[config.mk]
export PLATFORM = sky130hd
export DESIGN_NAME = lsd_supervisor
export DESIGN_NICKNAME = d
export VERILOG_FILES = /design/src/rtl/lsd_pkg.sv /design/src/rtl/lsd_sync.sv /design/src/rtl/lsd_channel.sv /design/src/rtl/lsd_supervisor.sv
export SDC_FILE = /design/constraint.sdc
export NUM_CORES = 1
export LEC_CHECK = 0
export BUFFER_PORTS_ARGS = -buffer_cell sky130_fd_sc_hd__buf_2
export CAP_MARGIN = 15
export CORE_MARGIN = 10
export CORE_UTILIZATION = 60
export CTS_BUF_LIST = sky130_fd_sc_hd__clkbuf_4
export DETAILED_ROUTE_END_ITERATION = 12
export GPL_TIMING_DRIVEN = 0
export PLACE_DENSITY = 0.8
export SLEW_MARGIN = 20
export SYNTH_ARGS = -nofsm -noshare
export SYNTH_HDL_FRONTEND = slang
export SYNTH_SLANG_ARGS = --single-unit
[constraint.sdc]
create_clock -name core_clk_i -period 3.2 [get_ports core_clk_i]
set_input_delay 0.16 -clock core_clk_i [delete_from_list [all_inputs] [get_ports core_clk_i]]
set_output_delay 0.16 -clock core_clk_i [all_outputs]
set_load 0.02 [all_outputs]
[src/rtl/lsd_pkg.sv]
// Shared constants and carriers for the low-side predriver supervisor
`default_nettype none
package lsd_pkg;
  localparam int NCH = 4;
  localparam int CLK_HZ = 20000000;
  // Times in their own units
  localparam int MASK_US       = 60;
  localparam int DEGLITCH_US   = 8;
  localparam int RETRY_PER_MS  = 10;
  localparam int RETRY_PW_US   = 68;
  // Cycle counts derived from the clock rate
  localparam int MASK_CYC      = MASK_US * (CLK_HZ / 1000000);
  localparam int DEGLITCH_CYC  = DEGLITCH_US * (CLK_HZ / 1000000);
  localparam int RETRY_PER_CYC = RETRY_PER_MS * (CLK_HZ / 1000);
  localparam int RETRY_PW_CYC  = RETRY_PW_US * (CLK_HZ / 1000000);
  localparam int CNT_W = 18;
  // Reset values
  localparam logic [NCH-1:0] CTRL_RST  = 4'h0;
  localparam logic [NCH-1:0] FAULT_RST = 4'h0;

  // Per-channel supervisor states
  typedef enum logic [2:0] {
    CH_OFF_MASK = 3'b000,
    CH_OFF_CHK  = 3'b001,
    CH_ON_MASK  = 3'b010,
    CH_ON_CHK   = 3'b011,
    CH_SHUT     = 3'b100,
    CH_RETRY    = 3'b101
  } ch_state_e;

  // Analog indications after synchronising
  typedef struct packed {
    logic over_bat;
    logic under_bat;
    logic [NCH-1:0] drain_high;
  } sense_s;

  // Serial control side, already edge-detected
  typedef struct packed {
    logic cs_fall;
    logic cs_rise;
    logic [NCH-1:0] shifted_ctrl;
  } serial_evt_s;

  function automatic logic [CNT_W-1:0] cnt_inc(input logic [CNT_W-1:0] c);
    cnt_inc = c + 18'h00001;
  endfunction
endpackage
`default_nettype wire

[src/rtl/lsd_sync.sv]
// Two-flop synchroniser for a bus of asynchronous inputs
`default_nettype none
module lsd_sync #(
  parameter int W = 1
) (
  // Clock and reset
  input  wire logic         core_clk_i,
  input  wire logic         rst_i,
  // Data
  input  wire logic [W-1:0] d_i,
  output logic      [W-1:0] q_o
);
  logic [W-1:0] meta_r;
  logic [W-1:0] meta_nxt;
  logic [W-1:0] q_r;
  logic [W-1:0] q_nxt;

  // Only the second stage is visible outside
  always_comb begin
    meta_nxt = d_i;
    q_nxt    = meta_r;
  end

  always_ff @(posedge core_clk_i) begin
    if (rst_i) begin
      meta_r <= '0;
      q_r    <= '0;
    end else begin
      meta_r <= meta_nxt;
      q_r    <= q_nxt;
    end
  end

  assign q_o = q_r;
endmodule
`default_nettype wire

[src/rtl/lsd_channel.sv]
// One channel: mask, deglitch, shorted-load and open-load supervision
`default_nettype none
module lsd_channel
  import lsd_pkg::*;
(
  // Clock and reset
  input  wire logic core_clk_i,
  input  wire logic rst_i,
  // Control
  input  wire logic cmd_on_i,
  input  wire logic bat_fault_i,
  input  wire logic retry_mode_i,
  input  wire logic drain_high_i,
  // Results
  output logic      gate_o,
  output logic      short_o,
  output logic      open_o
);
  import lsd_pkg::*;

  ch_state_e        st_r;
  ch_state_e        st_nxt;
  logic [CNT_W-1:0] cnt_r;
  logic [CNT_W-1:0] cnt_nxt;
  logic [CNT_W-1:0] dg_r;
  logic [CNT_W-1:0] dg_nxt;
  logic             gate_r;
  logic             gate_nxt;
  logic             on_req;

  // Battery lockout forces every gate off
  assign on_req = cmd_on_i & ~bat_fault_i;

  // Supervisor state machine
  always_comb begin
    st_nxt   = st_r;
    cnt_nxt  = cnt_inc(cnt_r);
    dg_nxt   = '0;
    gate_nxt = gate_r;
    case (st_r)
      CH_OFF_MASK: begin
        gate_nxt = 1'b0;
        if (on_req) begin
          st_nxt = CH_ON_MASK;
          cnt_nxt = '0;
          gate_nxt = 1'b1;
        end else if (cnt_r >= CNT_W'(MASK_CYC - 1)) begin
          st_nxt = CH_OFF_CHK;
        end
      end
      CH_OFF_CHK: begin
        gate_nxt = 1'b0;
        if (on_req) begin
          st_nxt = CH_ON_MASK;
          cnt_nxt = '0;
          gate_nxt = 1'b1;
        end
      end
      CH_ON_MASK: begin
        if (!on_req) begin
          st_nxt = CH_OFF_MASK;
          cnt_nxt = '0;
          gate_nxt = 1'b0;
        end else if (cnt_r >= CNT_W'(MASK_CYC - 1)) begin
          st_nxt = CH_ON_CHK;
        end
      end
      CH_ON_CHK: begin
        if (!on_req) begin
          st_nxt = CH_OFF_MASK;
          cnt_nxt = '0;
          gate_nxt = 1'b0;
        end else if (drain_high_i) begin
          // Drain must stay high for the whole deglitch span
          dg_nxt = cnt_inc(dg_r);
          if (dg_r >= CNT_W'(DEGLITCH_CYC - 1)) begin
            st_nxt   = retry_mode_i ? CH_RETRY : CH_SHUT;
            cnt_nxt  = '0;
            gate_nxt = 1'b0;
          end
        end
      end
      CH_SHUT: begin
        // Held off until commanded off, then on again
        gate_nxt = 1'b0;
        if (!cmd_on_i) begin
          st_nxt = CH_OFF_MASK;
          cnt_nxt = '0;
        end
      end
      CH_RETRY: begin
        // Low-duty pulse train; a clean pulse ends the fault
        if (!on_req) begin
          st_nxt = CH_OFF_MASK;
          cnt_nxt = '0;
          gate_nxt = 1'b0;
        end else begin
          if (cnt_r >= CNT_W'(RETRY_PER_CYC - 1)) cnt_nxt = '0;
          gate_nxt = (cnt_nxt < CNT_W'(RETRY_PW_CYC));
          if (gate_r && !drain_high_i && cnt_r == CNT_W'(RETRY_PW_CYC - 1)) begin
            st_nxt = CH_ON_CHK;
            gate_nxt = 1'b1;
          end
        end
      end
      default: begin
        st_nxt = CH_OFF_MASK;
        gate_nxt = 1'b0;
      end
    endcase
  end

  always_ff @(posedge core_clk_i) begin
    if (rst_i) begin
      st_r   <= CH_OFF_MASK;
      cnt_r  <= '0;
      dg_r   <= '0;
      gate_r <= 1'b0;
    end else begin
      st_r   <= st_nxt;
      cnt_r  <= cnt_nxt;
      dg_r   <= dg_nxt;
      gate_r <= gate_nxt;
    end
  end

  assign gate_o  = gate_r;
  assign short_o = (st_r == CH_SHUT) | (st_r == CH_RETRY);
  assign open_o  = (st_r == CH_OFF_CHK) & ~drain_high_i;
endmodule
`default_nettype wire

[src/rtl/lsd_supervisor.sv]
// Four-channel low-side predriver control and fault supervisor top level
// Overview of operation
// - Gate on when parallel or serial asks
// - Parallel inputs act directly, no strobes needed
// - Parallel low-then-high clears shorted-load shutdown
// - Sixty microsecond mask after each turn-on
// - Drain high through deglitch flags short
// - Retry variant drives low-duty pulse train
// - Shutdown fault holds until off-then-on
// - Retry variant clears fault when gone
// - One fault bit per channel, four
// - Open-load checked off only, after mask
// - Drain low after off-mask flags open
// - Over-battery holds all gates off
// - Over-battery reported on flag only
// - Battery fault suppresses load fault reporting
// - Vanished battery fault not captured
// - Chip-select fall clears flag if clean
// - Under-battery holds all gates off
// - Under-battery reported on flag only
// - Reference select picks internal or external
// - Chip-select fall latches channel faults
// - Chip-select rise loads control, re-arms faults
// - Deglitch interval nominally eight microseconds
// - Retry every ten ms, 68 us pulse
`default_nettype none
module lsd_supervisor
  import lsd_pkg::*;
(
  // Clock and reset
  input  wire logic                     core_clk_i,
  input  wire logic                     rst_i,
  // Variant straps
  input  wire logic                     retry_mode_i,
  input  wire logic                     uvlo_enable_i,
  // Host parallel and serial side
  input  wire logic [lsd_pkg::NCH-1:0]  parallel_channel_in_i,
  input  wire logic                     cs_n_i,
  input  wire logic [lsd_pkg::NCH-1:0]  shifted_ctrl_i,
  // Analog comparator results
  input  wire logic [lsd_pkg::NCH-1:0]  drain_above_int_ref_i,
  input  wire logic [lsd_pkg::NCH-1:0]  drain_above_ext_ref_i,
  input  wire logic                     reference_select_i,
  input  wire logic                     over_bat_i,
  input  wire logic                     under_bat_i,
  // Outputs
  output logic      [lsd_pkg::NCH-1:0]  gate_drive_out_o,
  output logic      [lsd_pkg::NCH-1:0]  fault_word_o,
  output logic                          fault_flag_n_o,
  output logic                          fault_flag_n_oe_o
);
  import lsd_pkg::*;

  // Synchronised pins
  logic [NCH-1:0] par_s;
  logic [NCH-1:0] dint_s;
  logic [NCH-1:0] dext_s;
  logic [4:0]     misc_s;
  logic           retry_s;
  sense_s         sense;
  serial_evt_s    sev;

  lsd_sync #(.W(NCH)) u_sync_par (
    .core_clk_i (core_clk_i),
    .rst_i      (rst_i),
    .d_i        (parallel_channel_in_i),
    .q_o        (par_s)
  );
  lsd_sync #(.W(NCH)) u_sync_dint (
    .core_clk_i (core_clk_i),
    .rst_i      (rst_i),
    .d_i        (drain_above_int_ref_i),
    .q_o        (dint_s)
  );
  lsd_sync #(.W(NCH)) u_sync_dext (
    .core_clk_i (core_clk_i),
    .rst_i      (rst_i),
    .d_i        (drain_above_ext_ref_i),
    .q_o        (dext_s)
  );
  lsd_sync #(.W(5)) u_sync_misc (
    .core_clk_i (core_clk_i),
    .rst_i      (rst_i),
    // Select taken active high so the flops' reset value matches the idle pin
    .d_i        ({~cs_n_i, over_bat_i, under_bat_i, reference_select_i, uvlo_enable_i}),
    .q_o        (misc_s)
  );
  // Variant strap is a pin too, so it gets the same two flops
  lsd_sync #(.W(1)) u_sync_mode (
    .core_clk_i (core_clk_i),
    .rst_i      (rst_i),
    .d_i        (retry_mode_i),
    .q_o        (retry_s)
  );

  // Chip-select edge detect and serial control snapshot
  logic           cs_prev_r;
  logic           cs_prev_nxt;
  logic [NCH-1:0] ctrl_r;
  logic [NCH-1:0] ctrl_nxt;

  always_comb begin
    cs_prev_nxt      = misc_s[4];
    // No false edge after reset, so no stray control load
    sev.cs_fall      = ~cs_prev_r & misc_s[4];
    sev.cs_rise      = cs_prev_r & ~misc_s[4];
    sev.shifted_ctrl = shifted_ctrl_i;
    ctrl_nxt         = ctrl_r;
    if (sev.cs_rise) ctrl_nxt = sev.shifted_ctrl;
  end

  // Reference choice; comparator bank of four, one per channel, per reference
  always_comb begin
    sense.over_bat   = misc_s[3];
    sense.under_bat  = misc_s[2] & misc_s[0];
    sense.drain_high = misc_s[1] ? dext_s : dint_s;
  end

  // Per-channel supervision
  logic [NCH-1:0] short_v;
  logic [NCH-1:0] open_v;
  logic [NCH-1:0] gate_v;
  logic [NCH-1:0] cmd_on;
  logic           bat_fault;

  assign bat_fault = sense.over_bat | sense.under_bat;
  // Parallel input ORed straight in, no strobe needed
  assign cmd_on = par_s | ctrl_r;

  // Timers count core clock cycles, parameters in the package
  for (genvar g = 0; g < NCH; g++) begin : g_ch
    lsd_channel u_ch (
      .core_clk_i   (core_clk_i),
      .rst_i        (rst_i),
      .cmd_on_i     (cmd_on[g]),
      .bat_fault_i  (bat_fault),
      .retry_mode_i (retry_s),
      .drain_high_i (sense.drain_high[g]),
      .gate_o       (gate_v[g]),
      .short_o      (short_v[g]),
      .open_o       (open_v[g])
    );
  end

  // Fault capture, flag and serial word
  logic [NCH-1:0] load_fault;
  logic [NCH-1:0] word_r;
  logic [NCH-1:0] word_nxt;
  logic           flag_r;
  logic           flag_nxt;
  logic           any_fault;

  // Load faults hidden while battery faulted
  assign load_fault = bat_fault ? '0 : (short_v | open_v);
  assign any_fault  = (|load_fault) | bat_fault;

  always_comb begin
    word_nxt = word_r;
    flag_nxt = flag_r;
    // Battery faults never enter the word; only live faults captured
    if (sev.cs_fall) word_nxt = load_fault;
    else if (sev.cs_rise) word_nxt = FAULT_RST;
    // Set wins over clear, so a live fault keeps the flag
    if (any_fault) flag_nxt = 1'b1;
    else if (sev.cs_fall) flag_nxt = 1'b0;
  end

  always_ff @(posedge core_clk_i) begin
    if (rst_i) begin
      cs_prev_r <= 1'b0;
      ctrl_r    <= CTRL_RST;
      word_r    <= FAULT_RST;
      flag_r    <= 1'b0;
    end else begin
      cs_prev_r <= cs_prev_nxt;
      ctrl_r    <= ctrl_nxt;
      word_r    <= word_nxt;
      flag_r    <= flag_nxt;
    end
  end

  // Open-drain flag: drive low from any fault until a clean select fall
  assign gate_drive_out_o  = gate_v;
  assign fault_word_o      = word_r;
  assign fault_flag_n_o    = 1'b0;
  assign fault_flag_n_oe_o = flag_r;
endmodule
`default_nettype wire

==> flow_summary.ini <==
[status]
status = completed

[synth]
postSynthCellCount = 1273
synthArstFlopShare = 0
synth_top_area_frac = 0.400
syn_nets = 1307
synthesis.area_um2 = 10300
synth_edf_count = 0
ys_ff_latch = 206
synth_area_leaders = dfxtp_1, nor2_1, xnor2_1
synth_top_flop_cell = dfxtp_1
synth.largest_area_cell = dfxtp_1
syn_avg_cell_area_um2 = 8.10
seq_area_frac_synth = 0.400
post_synth_num_cell_types = 77
yosysWarnings = 0

[clock_network]
cts_resized = 0
cts_tree = built
clkLatencyLatePin_ps = 650
cts_buffers = 53
cts.clk_slew.worst_paths_ps = 70
root_buffer = clkbuf_4
cts_setup_buffers = 0
cts.path.max_buffers = 3
h-tree-depth = 2
cts_sinks = 206

[power_and_ir_drop]
powerDensity_nw_per_um2 = 478
ir_drop_mv = 0.330
p_sw_frac = 0.279
internal-power_mw = 4.00
sequentialPowerShare = 0.493
leakage_nw = 4.06
comb_power_share = 0.121
switchingPower_mw = 1.55
p_clk_frac = 0.386

[floorplanning]
rows = 47
die_h_um = 151
die_w_um = 151
io_pins = 34
die-area_um2 = 22800
core_area_um2 = 16700
initial_utilization = 0.617

[sta]
hold_viol = 0
fin_tns_setup_ps = 0
slew_headroom = 0.305
setup_violations = 0
timing_worst_slew_pin_value_ps = 1030
finalCritPeriodShare = 0.888
rsz0062_at_grt = no
slew_violations = 0
timing.hold.ws_ps = 265
skew_ps = 34.4
min_period_ps = 2840
clock.fmax_mhz = 352

[setup_path]
crit_start = u_sync_misc.q_o[2]$_SDFF_PP0_
crit_end = g_ch[1].u_ch.cnt_r[10]$_SDFF_PP0_
worstReg2RegStart = u_sync_misc.q_o[2]$_SDFF_PP0_
worstSetupPathType = flip-flop to flip-flop
reg2reg_to = g_ch[1].u_ch.cnt_r[10]$_SDFF_PP0_
reg2regPathDepth = 8
crit_path_end_kind = flip-flop
rrSetupSlack_ps = 360
arrival_ps = 3380
cp.required_ps = 3740
timing.critical_path.from_type = flip-flop
cp_max_fo = 10

[global_route]
grt_pass1_vias = 8664
grt_max_degree = 14
grt_pass1_wl_um = 39500
antenna_found_initial = 1
gr-total-overflow = 0
grt_usage = 0.204

[route]
drt_iter0_drc = 586
ant_nets = 0
via_count = 9288
wirelength_um = 23100
vias_per_cell = 5.65
dr.pass1.iters = 5
drc = 0
wl_per_cell_um = 14.1

[final_layout]
area.growth.synth_to_final_pct = 12.6
final_util = 0.695
fin_nets = 1415
finalNonFillerCells = 1643
drive_above_1_share = 0.115

[worst_hold_path]
min_from = uvlo_enable_i
hp-class = input pin to flip-flop

[place]
gp_congestion = 0.929
place_inst = 1524
portBuffers = 31
dp_hpwl_um = 15800

[flow_run]
maxCapViolCount = 0
==> cell usage after synthesis (all sizes together), types with 4 or more instances <==
| cell | count |
|---|---|
| nand2 | 87 |
| nand4 | 39 |
| and2 | 9 |
| inv | 31 |
| o21ai | 38 |
| nor4 | 25 |
| o31ai | 6 |
| mux2 | 4 |
| o211ai | 12 |
| or3 | 17 |
| xnor2 | 68 |
| nor2 | 211 |
| nand4b | 4 |
| mux2i | 9 |
| or2 | 10 |
| a21o | 4 |
| nor2b | 43 |
| xor2 | 56 |
| clkbuf | 56 |
| o22a | 4 |
| o22ai | 6 |
| a21oi | 45 |
| dfxtp | 206 |
| nand3 | 68 |
| and3 | 31 |
| and4 | 11 |
| a211o | 5 |
| ha | 10 |
| nand2b | 4 |
| or4 | 4 |
| a31o | 6 |
| buf | 24 |
| nor3b | 5 |
| a31oi | 8 |
| a22oi | 4 |
| nand3b | 5 |
| nor3 | 42 |
| a311oi | 8 |
==> worst max-delay path, cell delays in order, from the launching register on <==
cell     delay [ps]
dfxtp_1         310
a21oi_1         490
buf_2           340
a21oi_1         110
and2_1          170
a311o_1         310
o21ai_1         590
buf_2           340
nor2_1           80
==> cell type report <==
| type | instances | area (um2) |
|---|---|---|
| clock inverter | 22 | 93.8 |
| antenna | 1 | 2.50 |
| timing repair buffer | 53 | 375 |
| multi-input combinational | 955 | 5720 |
| clock buffer | 74 | 556 |
| sequential | 206 | 4120 |
| fill | 1365 | 5090 |
| tap | 220 | 275 |
| inverter | 32 | 120 |
| buffer | 80 | 344 |
==> metrics by stage <==
| step | worst slack [ps] | total power, mW | cell area (um2) |
|---|---|---|---|
| final | 357 | 5.55 | 11600 |
| after global routing | 51.4 | 5.85 | 11600 |
| after CTS | 344 | 5.61 | 11600 |
| after detailed placement | 363 | 3.43 | 10700 |
| after global placement | 414 | 3.42 | 10700 |
| after floorplan | 918 | 3.26 | 10300 |
==> kinds of logic (layout without fill, tap and decap cells) <==
family	after synthesis	in the layout	synth area share
adders and majority gates	10	10	0.0121
AOI/OAI and AO/OA	186	186	0.124
buffers and inverters	112	261	0.0450
DFF	206	206	0.400
xor gates and xnor gates	124	124	0.105
and+or+nand+nor	621	621	0.300
other	1	2	0.000364
muxes	13	13	0.0131
==> layer usage <==
metal | global-route usage | routed length (um) | up-vias
met4 | 0.0765 | 624 | 0
li1 | - | - | 4689
met2 | 0.331 | 10600 | 279
met5 | 0 | 0 | -
met3 | 0.0442 | 1380 | 47
met1 | 0.260 | 10500 | 4273
==> registers in the layout (all words and copies together) (netlist names) <==
signal	flops
cs_prev_r	1
ctrl_r	4
fault_flag_n_oe_o	1
fault_word_o	4
g_ch.u_ch.cnt_r	72
g_ch.u_ch.dg_r	72
g_ch.u_ch.gate_o	4
g_ch.u_ch.st_r	12
u_sync_dext.meta_r	4
u_sync_dext.q_o	4
u_sync_dint.meta_r	4
u_sync_dint.q_o	4
u_sync_misc.meta_r	5
u_sync_misc.q_o	5
u_sync_mode.meta_r	1
u_sync_mode.q_o	1
u_sync_par.meta_r	4
u_sync_par.q_o	4
==> repair_timing <==
item	in CTS	in global routing
endpoints found under the setup margin	0	0
endpoints found under the hold margin	22	0
hold buffers	22	0
==> layout by cell type (no fill, tap or decap), types with 5 or more instances in the layout <==
cell type / count
nor2_1: 211
dfxtp_1: 206
nand2_1: 86
clkbuf_4: 74
xnor2_1: 68
nand3_1: 68
clkbuf_1: 56
xor2_1: 56
buf_2: 45
a21oi_1: 45
nor2b_1: 43
nor3_1: 42
nand4_1: 38
o21ai_0: 37
inv_1: 31
and3_1: 31
nor4_1: 25
dlygate4sd3_1: 22
or3_1: 16
clkinv_1: 13
o211ai_1: 12
and4_1: 11
ha_1: 10
or2_2: 9
mux2i_1: 9
clkinv_2: 9
a31oi_1: 8
and2_1: 8
a311oi_1: 8
a31o_2: 6
o22ai_1: 6
o31ai_1: 5
a211o_1: 5
nand3b_1: 5
nor3b_1: 5
buf_4: 5
==> worst min path at each step <==
stage,end,slack (ps),cells after the start
6_report,u_sync_misc.meta_r[0]$_SDFF_PP0_,260,3
5_1_grt,u_sync_misc.meta_r[4]$_SDFF_PP0_,220,3
4_1_cts,u_sync_misc.meta_r[4]$_SDFF_PP0_,190,3
3_5_place_dp,u_sync_misc.meta_r[4]$_SDFF_PP0_,360,2
3_3_place_gp,u_sync_misc.meta_r[4]$_SDFF_PP0_,350,2
2_1_floorplan,u_sync_misc.meta_r[4]$_SDFF_PP0_,230,1
==> power groups by stage <==
stage                     registers, mW  logic, mW  clock network, mW
after CTS                          2.73      0.662               2.22
final                              2.73      0.670               2.14
after global routing               2.75      0.743               2.36
after floorplan                    2.77      0.488                  0
after global placement             2.79      0.628                  0
after detailed placement           2.79      0.636                  0
(Power assumes the default switching activity.)
